[src/nvsc_defines.vh]
// constants for the nonvolatile special command and pause block
`ifndef NVSC_DEFINES_VH
`define NVSC_DEFINES_VH
`define NVSC_OP_SAVE 8'h3c
`define NVSC_OP_RECALL 8'h60
`define NVSC_OP_AS_EN 8'h59
`define NVSC_OP_AS_DIS 8'h19
`define NVSC_OP_WREN 8'h06
`define NVSC_OP_WRDI 8'h04
`define NVSC_OP_READ 8'h03
`define NVSC_OP_WRITE 8'h02
`define NVSC_CLK_MHZ 10
`define NVSC_TSEQ_US 500
`define NVSC_TSEQ_CYC (`NVSC_TSEQ_US * `NVSC_CLK_MHZ)
`define NVSC_TSAVE_US 8000
`define NVSC_TSAVE_CYC (`NVSC_TSAVE_US * `NVSC_CLK_MHZ)
`define NVSC_TRECALL_US 200
`define NVSC_TRECALL_CYC (`NVSC_TRECALL_US * `NVSC_CLK_MHZ)
`define NVSC_CNT_W 20
`endif

[src/nvsc_sync.v]
// two flip-flop synchroniser for one asynchronous level
`timescale 1ns/100ps
module nvsc_sync #(
	parameter RST_VAL = 1'b0
) (
	// clock and reset
	input wire clk,
	input wire rst_n,
	// level
	input wire d,
	output reg q
);
	reg meta_q;
	always @(posedge clk or negedge rst_n) begin
		if (!rst_n) begin
			meta_q <= RST_VAL;
			q <= RST_VAL;
		end else begin
			meta_q <= d;
			q <= meta_q;
		end
	end
endmodule // nvsc_sync

[src/nvsc_core.v]
// special command decoder, write latch, busy timer and pause handling
`timescale 1ns/100ps
`include "nvsc_defines.vh"
// Summary of operation
// RULE_01: opcodes 3c save, 60 recall, 59 enable power-loss save.
// RULE_02: opcode 19 disables the power-loss save.
// RULE_03: save always copies the array, written or not.
// RULE_04: special commands act only with the write latch set.
// RULE_05: host sends one opcode byte right after select falls.
// RULE_06: write latch clears at the select rise ending a special command.
// RULE_07: recall restores the array from the nonvolatile cells.
// RULE_08: enable opcode turns on the power-loss save.
// RULE_09: power-loss save setting is volatile; a save makes it persist. Here reset always reloads HAS_PLS, whatever was saved.
// RULE_10: variants with power-loss save start with it enabled.
// RULE_11: variant without it ignores enable/disable but still reports busy.
// RULE_12: pause low while selected freezes the sequence without reset.
// RULE_13: host lowers pause only while the serial clock is low.
// RULE_14: host keeps select low throughout a pause.
// RULE_15: while paused, input ignored, output released, clock edges ignored.
// RULE_16: host raises pause only while the serial clock is low.
// RULE_17: without the latch, write commands are ignored until next select.
// RULE_18: busy shows in ready bit; array commands refused meanwhile.
// RULE_19: busy from the ending select rise until the operation completes.
module nvsc_core #(
	parameter HAS_PLS = 1'b1,
	parameter [19:0] TSEQ_CYC = `NVSC_TSEQ_CYC,
	parameter [19:0] TSAVE_CYC = `NVSC_TSAVE_CYC,
	parameter [19:0] TRECALL_CYC = `NVSC_TRECALL_CYC
) (
	// clock and reset
	input wire clk,
	input wire rst_n,
	// serial pins
	input wire cs_n,
	input wire sck,
	input wire si,
	input wire pause_n,
	input wire so_data,
	output wire so_oe,
	// write latch joined with the status logic
	input wire wel_set,
	input wire wel_clr_ext,
	output reg wel_q,
	// array side
	output reg save_start_q,
	output reg recall_start_q,
	input wire nv_done,
	output reg busy_q,
	output wire array_cmd_ok,
	// power-loss save
	output reg power_loss_save_q,
	// decoded opcode of current frame
	output reg [7:0] opcode_q,
	output reg opcode_valid_q
);
	localparam [1:0] ST_IDLE = 2'd0;
	localparam [1:0] ST_TIMED = 2'd1;
	localparam [1:0] ST_WAIT = 2'd2;
	wire cs_s, sck_s, si_s, pause_s;
	reg sck_prev_q, cs_prev_q;
	reg [2:0] bit_cnt_q;
	reg [7:0] shift_q;
	reg [1:0] state_q;
	reg [19:0] cnt_q;
	reg paused_q;
	wire sel, sck_rise, cs_rise, frame_start;
	nvsc_sync #(.RST_VAL(1'b1)) u_cs (.clk(clk), .rst_n(rst_n),
		.d(cs_n), .q(cs_s));
	nvsc_sync #(.RST_VAL(1'b0)) u_sck (.clk(clk), .rst_n(rst_n),
		.d(sck), .q(sck_s));
	nvsc_sync #(.RST_VAL(1'b0)) u_si (.clk(clk), .rst_n(rst_n),
		.d(si), .q(si_s));
	nvsc_sync #(.RST_VAL(1'b1)) u_hold (.clk(clk), .rst_n(rst_n),
		.d(pause_n), .q(pause_s));
	assign sel = ~cs_s;
	assign frame_start = cs_prev_q & ~cs_s;
	assign cs_rise = ~cs_prev_q & cs_s;
	// pause is only sampled while sck low, which the host guarantees
	always @(posedge clk or negedge rst_n) begin
		if (!rst_n) begin
			paused_q <= 1'b0;
		end else if (!sel) begin
			paused_q <= 1'b0;
		end else if (!sck_s) begin
			paused_q <= ~pause_s; // RULE_12 RULE_13 RULE_16
		end
	end
	assign sck_rise = sck_s & ~sck_prev_q & sel & ~paused_q; // RULE_15
	assign so_oe = sel & ~paused_q & opcode_valid_q &
		(opcode_q == `NVSC_OP_READ) & array_cmd_ok; // RULE_15
	wire so_unused = so_data;
	always @(posedge clk or negedge rst_n) begin
		if (!rst_n) begin
			sck_prev_q <= 1'b0;
			cs_prev_q <= 1'b1;
		end else begin
			sck_prev_q <= sck_s;
			cs_prev_q <= cs_s;
		end
	end
	// opcode capture: first eight bits after select falls
	always @(posedge clk or negedge rst_n) begin
		if (!rst_n) begin
			bit_cnt_q <= 3'h0;
			shift_q <= 8'h00;
			opcode_q <= 8'h00;
			opcode_valid_q <= 1'b0;
		end else if (frame_start || !sel) begin
			bit_cnt_q <= 3'h0;
			opcode_valid_q <= 1'b0;
		end else if (sck_rise && !opcode_valid_q) begin
			shift_q <= {shift_q[6:0], si_s}; // RULE_05
			bit_cnt_q <= bit_cnt_q + 3'h1;
			if (bit_cnt_q == 3'h7) begin
				opcode_q <= {shift_q[6:0], si_s};
				opcode_valid_q <= 1'b1;
			end
		end
	end
	wire is_save = opcode_q == `NVSC_OP_SAVE; // RULE_01
	wire is_recall = opcode_q == `NVSC_OP_RECALL; // RULE_01
	wire is_as_en = opcode_q == `NVSC_OP_AS_EN; // RULE_01
	wire is_as_dis = opcode_q == `NVSC_OP_AS_DIS; // RULE_02
	wire is_special = is_save | is_recall | is_as_en | is_as_dis;
	// frame ends: only a complete opcode with the latch set is acted on
	wire act = cs_rise & opcode_valid_q & is_special & wel_q &
		~busy_q; // RULE_04 RULE_17
	// write latch: the status logic sets it, special commands clear it
	always @(posedge clk or negedge rst_n) begin
		if (!rst_n) begin
			wel_q <= 1'b0;
		end else if (wel_set) begin
			wel_q <= 1'b1;
		end else if (act || wel_clr_ext) begin
			wel_q <= 1'b0; // RULE_06
		end
	end
	// power-loss save flag is volatile, so it returns to default on reset
	always @(posedge clk or negedge rst_n) begin
		if (!rst_n) begin
			power_loss_save_q <= HAS_PLS; // RULE_09 RULE_10
		end else if (act && HAS_PLS) begin
			if (is_as_en) begin
				power_loss_save_q <= 1'b1; // RULE_08
			end else if (is_as_dis) begin
				power_loss_save_q <= 1'b0; // RULE_02
			end
		end
	end
	// busy sequencer
	always @(posedge clk or negedge rst_n) begin
		if (!rst_n) begin
			state_q <= ST_IDLE;
			cnt_q <= 20'h0;
			busy_q <= 1'b0;
			save_start_q <= 1'b0;
			recall_start_q <= 1'b0;
		end else begin
			save_start_q <= 1'b0;
			recall_start_q <= 1'b0;
			case (state_q)
			ST_IDLE: begin
				if (act) begin
					busy_q <= 1'b1; // RULE_19 RULE_18
					if (is_save) begin
						save_start_q <= 1'b1; // RULE_03
						cnt_q <= TSAVE_CYC;
						state_q <= ST_WAIT;
					end else if (is_recall) begin
						recall_start_q <= 1'b1; // RULE_07
						cnt_q <= TRECALL_CYC;
						state_q <= ST_WAIT;
					end else begin
						cnt_q <= TSEQ_CYC; // RULE_11
						state_q <= ST_TIMED;
					end
				end
			end
			ST_TIMED: begin
				if (cnt_q <= 20'h1) begin
					busy_q <= 1'b0; // RULE_19
					state_q <= ST_IDLE;
				end else begin
					cnt_q <= cnt_q - 20'h1;
				end
			end
			ST_WAIT: begin
				// array reports done; the counter is a backstop only
				if (nv_done || cnt_q <= 20'h1) begin
					busy_q <= 1'b0; // RULE_19
					state_q <= ST_IDLE;
				end else begin
					cnt_q <= cnt_q - 20'h1;
				end
			end
			default: begin
				state_q <= ST_IDLE;
				busy_q <= 1'b0;
			end
			endcase
		end
	end
	assign array_cmd_ok = ~busy_q; // RULE_18
endmodule // nvsc_core

[config.mk]
export PLATFORM = sky130hd
export DESIGN_NAME = nvsc_core
export DESIGN_NICKNAME = d
export VERILOG_FILES = /design/src/nvsc_sync.v /design/src/nvsc_core.v
export VERILOG_INCLUDE_DIRS = /design/src
export SDC_FILE = /design/constraint.sdc
export NUM_CORES = 1
export LEC_CHECK = 0
export BUFFER_PORTS_ARGS = -buffer_cell sky130_fd_sc_hd__buf_2
export CORE_ASPECT_RATIO = 0.7
export CORE_MARGIN = 4
export CORE_UTILIZATION = 64
export CTS_CLUSTER_DIAMETER = 80
export CTS_CLUSTER_SIZE = 10
export DETAILED_ROUTE_END_ITERATION = 10
export GPL_ROUTABILITY_DRIVEN = 0
export HOLD_SLACK_MARGIN = 0.05
export PLACE_DENSITY_LB_ADDON = 0.08
export SETUP_SLACK_MARGIN = 0.05
export SYNTH_ARGS = -nofsm -noshare
export SYNTH_HDL_FRONTEND = slang
export SYNTH_SLANG_ARGS = --single-unit
[constraint.sdc]
create_clock -name clk -period 6.3 [get_ports clk]
set_input_delay 0 -clock clk [delete_from_list [all_inputs] [get_ports clk]]
set_output_delay 0 -clock clk [all_outputs]
set_load 0.01 [all_outputs]
# After elaboration in Yosys (flattened, before gate mapping)
# Cells that the tools add are included.
# word_totals
regBits	57
in_bits	10
# op_classes
addsub	2
order_cmp	1
eq_ne	14
n_mux	34
bitwise_logic	23
reduce_logical	17
# op_table
operator	n
20-bit 2-to-1 mux	3
20-bit case mux with 3 select lines	1
20-bit by 1-bit <= comparator with 1-bit output, second input constant	1
20-bit by 1-bit subtractor with 20-bit output, second input constant	1
1-bit 2-to-1 mux	19
17-bit 2-to-1 mux	1
8-bit by 7-bit equality test with 1-bit output, second input constant	2
1-bit AND	13
13-bit 2-to-1 mux	1
2-bit inequality test, second input constant	6
2-bit 2-to-1 mux	5
8-bit by 2-bit equality test with 1-bit output, second input constant	1
8-bit by 5-bit equality test with 1-bit output, second input constant	1
8-bit by 6-bit equality test with 1-bit output, second input constant	1
2-bit nonzero test	4
1-bit inverter	7
3-bit 2-to-1 mux	2
2-bit case mux with 3 select lines	1
2-bit AND reduction	3
3-bit AND reduction	2
4-bit AND reduction	1
3-bit by 1-bit adder with 3-bit output, second input constant	1
3-bit equality test, second input constant	1
1-bit logical OR	3
8 further kinds	10

# Longest topological paths before layout
# logic_depth
depth_word	10
depth_mapped	9
mapped_depth_nobuf	7

# Cells and area by module
# Synthesis repeated with hierarchy kept, for this count alone.
# unflattened
hier_cells	264
area_unflattened_um2	2957.8
# by_module_without_submodules
module	instances	cells_each	area_each_um2	seq_area_each_um2
nvsc_core	1	256	2752.6	1228.7
nvsc_sync (u_cs ...)	2	2	52.6	52.6
nvsc_sync (u_sck ...)	2	2	50.0	50.0

# Least setup slack after synthesis
# No wires, ideal clock.
# synth_timing
kind	register -> register
from	register opcode_q[2]
to	register cnt_q[16]
setup_time_ns	0.143
arrival_time_ns	2.148
required_ns	6.157
slack_ns	4.010
stages_incl_launch_ff	8
synth_period_minus_slack_ns	2.290
path_cell_list	dfrtp_1 -> or4b_1 -> o31a_1 -> a221oi_2 -> o21a_1 -> buf_6 -> buf_8 -> o2111ai_1
# synth_between
elab_chain_cells	9
word_cells_on_any_way	15
classes_between	5 x eq/ne; 3 x mux; 6 x bitwise; 1 x reduce/logical
# synth_rtl
item	line_no	rtl
start, declared	nvsc_core.v:53	output reg [7:0] opcode_q,
start signal, assigned	nvsc_core.v:115	opcode_q <= {shift_q[6:0], si_s};
8-bit by 6-bit equality test with 1-bit output (no source line) / 8-bit by 7-bit equality test with 1-bit output (equally long branches)	n/a	
1-bit OR (3 in a row)	nvsc_core.v:124	wire is_special = is_save | is_recall | is_as_en | is_as_dis;
1-bit AND (3 in a row)	nvsc_core.v:126	wire act = cs_rise & opcode_valid_q & is_special & wel_q &
2-bit inequality test (no source line)	n/a	
4-bit AND reduction (no source line)	n/a	
end signal, assigned	nvsc_core.v:184	cnt_q <= cnt_q - 20'h1;
end signal, assigned	nvsc_core.v:193	cnt_q <= cnt_q - 20'h1;
end, declared	nvsc_core.v:64	reg [19:0] cnt_q;
# Several ways; a longest one is shown, not always the timed one. The select of a mux whose other input is x is not followed.
# A chain may end at the register's enable or synchronous reset.

# Worst setup path after layout
# layout_timing
from	register state_q[0]
to	register cnt_q[10]
# layout_between
elab_chain_cells	3
word_cells_on_any_way	9
classes_between	5 x eq/ne; 1 x mux; 3 x reduce/logical
# layout_rtl
item	line_no	rtl
start, declared	nvsc_core.v:63	reg [1:0] state_q;
start signal, assigned	nvsc_core.v:153	state_q <= ST_IDLE;
start signal, assigned	nvsc_core.v:168	state_q <= ST_WAIT;
start signal, assigned	nvsc_core.v:172	state_q <= ST_WAIT;
2-bit equality test, or another cell as far along	nvsc_core.v:161	case (state_q)
2-bit inequality test (no source line) / 3-bit nonzero test (equally long branches)	n/a	
4-bit AND reduction (no source line)	n/a	
# Several ways; a longest one is shown, not always the timed one.

==> impl_results.md <==
- Clock power share: 0.456
- Final wirelength: 6680 um
- Startpoint Class: register
- Initial antenna violation count: 0
- Vias in the first global route: 2388
- Synthesized flop and latch total: 57
- Rows: 20
- Final #Nets: 335
- Worst-path clk slew: 0.06 ns
- Max-cap viol count: 0
- Via Count: 2427
- Sequential share of the synthesized area: 0.466
- Avg Inst Size Synth: 10.6 sq um
- Crit Path Category: reg -> reg
- Total power: 778 uW
- Area contributors post-synth: dfrtp_1 (42%), mux2_2 (5.9%), dfstp_2 (5.1%)
- Gr usage total: 0.246
- P_int: 611 uW
- Remaining Overflow, GRT: 0
- H-tree depth: 3
- Leak pwr: 1.47 nW
- Pins Over Slew Limit: 0
- Non-filler cells, final: 378
- Simple-gate share of the synthesized area: 0.186
- DIE WIDTH: 90.8 um
- Post-synthesis xor/xnor area fraction: 0.00285
- Clk sinks: 57
- Flop-to-flop setup slack: 3.20 ns
- N_diodes: 0
- CP endpoint kind: register
- Die area: 5990 sq um
- Largest net degree at the start of global routing: 58
- Inserted Clock Buffers: 9
- Tmin final: 3.10 ns
- Tcrit/Tclk final: 0.492
- Combinational family with the most area after synthesis: simple AND/OR/NAND/NOR gates
- Clk_lat worst skew: 0.33 ns
- Count of final hold-check violations: 0
- Core area: 4480 sq um
- Placed instance count: 355
- Worst-case clock skew: 0.00618 ns
- Clock tree buffer depth: 2
- Critical path arrival: 3.26 ns
- Pwr per Cell Area: 223 nW/um^2
- Top-Level Pins: 26
- Syn nets: 307
- Worst slew pin tran: 0.925 ns
- IO buf count: 24
- Setup ws final: 3.20 ns
- Area leader, netlist: dfrtp_1
- Total negative slack: 0 ns
- Placed cell areas: 3200 sq um
- Reg power frac: 0.504
- Number of flops mapped to enable cells by yosys: 0
- Slew headroom: 0.383
- Sw frac: 0.215
- Final instance area: 3490 sq um
- First drt pass iteration count: 5
- Drt wl/cell: 17.7 um
- Initial core utilization: 0.686
- RSZ-0062 raised after global routing: no
- Hold Path Class: in -> reg
- Peak supply drop: 0.000182 V
- Pre-CTS WS: 3.29 ns
- Post-synthesis async set-or-reset flop share: 1.00
- Synth Cell Area: 3070 sq um
- CP Data Required Time: 6.46 ns
- HPWL Detailed: 4360 um
- Top_reg_cell synth: dfrtp_1
- Crit Path Max Fanout: 25
- Synth Area in Adders: 0.0285
- CTS tree: done
- Synth unique cells: 55
- Post-DRT Antenna Nets: 0
- DIE HEIGHT: 66.0 um
- Final core area utilization: 0.778
- Compound-Gate Fraction of Synth Area: 0.184
- Final setup fails: 0
- Synth-to-Final Area Change: 13.4%
- Post-synth top area share: 0.415
- Synth Instances: 290
- First-pass GRT wire length: 11600 um
- Logic gate share of total power: 0.040
- Status: finished clean
- FMAX: 323 MHz
- Synth Warn #: 0
- Mux cell area share after synthesis: 0.0716
- Share of cells above drive strength 1: 0.263
- Switching component of the power: 167 uW
- Initial DRC Count: 258
- Clock root cell: clkbuf_8
- Worst hold slack: 0.321 ns
- Vias/cell: 6.42
- # DRC: 0
-- worst paths after layout --
check / start / endpoint / depth (start not counted)
worst max-delay path: state_q[0] / cnt_q[10] / 7
worst min-delay path: si / u_si.meta_q / 2
worst max register to register: state_q[0] / cnt_q[10] / 7
worst min register to register: u_si.meta_q / u_si.q / 0
max in group asynchronous: rst_n / opcode_q[7] / 3
min in group asynchronous: rst_n / bit_cnt_q[1] / 3
-- power groups by stage --
stage,sequential [mW],clock (mW),combinational [mW]
after floorplan,0.394,0,0.0154
after global placement,0.398,0,0.0271
after global routing,0.393,0.382,0.0357
after detailed placement,0.398,0,0.0284
after CTS,0.392,0.363,0.0318
final,0.392,0.355,0.0314
-- cell families (layout without fill, tap and decap cells) --
group | count (synthesis) | after routing
AND/OR/NAND/NOR | 98 | 98
AO/OA/AOI/OAI | 66 | 66
flip-flops | 57 | 57
buffers and inverters | 41 | 74
multiplexers | 20 | 20
adder cells (fa/ha/maj) | 7 | 7
XOR/XNOR | 1 | 1
-- layout make-up --
class,count,area (sq um)
multi-input cells,192,1460
flip-flops and latches,57,1430
fillers,275,993
repair buffers,35,220
clock buffers,12,165
inverters,23,86.3
well taps,55,68.8
clock inverters,4,50.0
-- state kept, by name, summed over array words and instances (netlist names), 2 cells and up --
register / count
shift_q: 7
cnt_q: 20
bit_cnt_q: 3
opcode_q: 8
state_q: 2
-- placed cells by master (no fill, tap or decap), types with 3 or more instances in the layout --
master and instances:
nand2b_1 4, o221ai_1 3, or3_1 3, nor4b_1 4, mux2_2 16, o211ai_1 14, ha_1 7, clkbuf_8 12
nand3_1 12, nand4_1 3, nand2_1 11, and3_1 4, inv_1 23, dfrtp_1 51, o21ai_0 4, o211ai_2 7
dlygate4sd3_1 7, buf_4 4, o2111ai_1 12, buf_2 24, nor4_1 3, nor2_1 19, a21oi_1 6, or4b_1 3
dfstp_2 6, nor3_1 19, mux2i_1 4
-- what timing repair did --
| item | CTS | global route |
|---|---|---|
| endpoints found under the hold margin | 56 | 0 |
| gates resized for setup | 0 | 0 |
| hold buffers | 7 | 0 |
| setup buffers | 0 | 0 |
-- worst max-delay path, stage by stage, from the launching register on --
cell and delay [ns]:
dfrtp_1 0.39, inv_1 0.08, ha_1 0.80, nor2_1 0.14, a221oi_2 0.20, buf_4 0.30, o21a_1 0.78, o2111ai_1 0.22
-- synth_stat cells, types with 7 or more instances --
library cell,instances
dfrtp_1,51
inv_1,23
nor2_1,19
nor3_1,19
mux2_2,16
o211ai_1,14
nand3_1,12
o2111ai_1,12
clkbuf_1,11
nand2_1,11
ha_1,7
o211ai_2,7
-- metal layers --
metal  vias up  wire length [um]  GRT usage  part of all wire
li1       1153                 -          -                 -
met1      1175              3140      0.341              0.47
met2        91              3030      0.368              0.45
met3         8               416     0.0694             0.062
met4         0                87     0.0996             0.013
met5         -                 0          0                 0
Note: power is estimated with default switching activity, not from simulation.
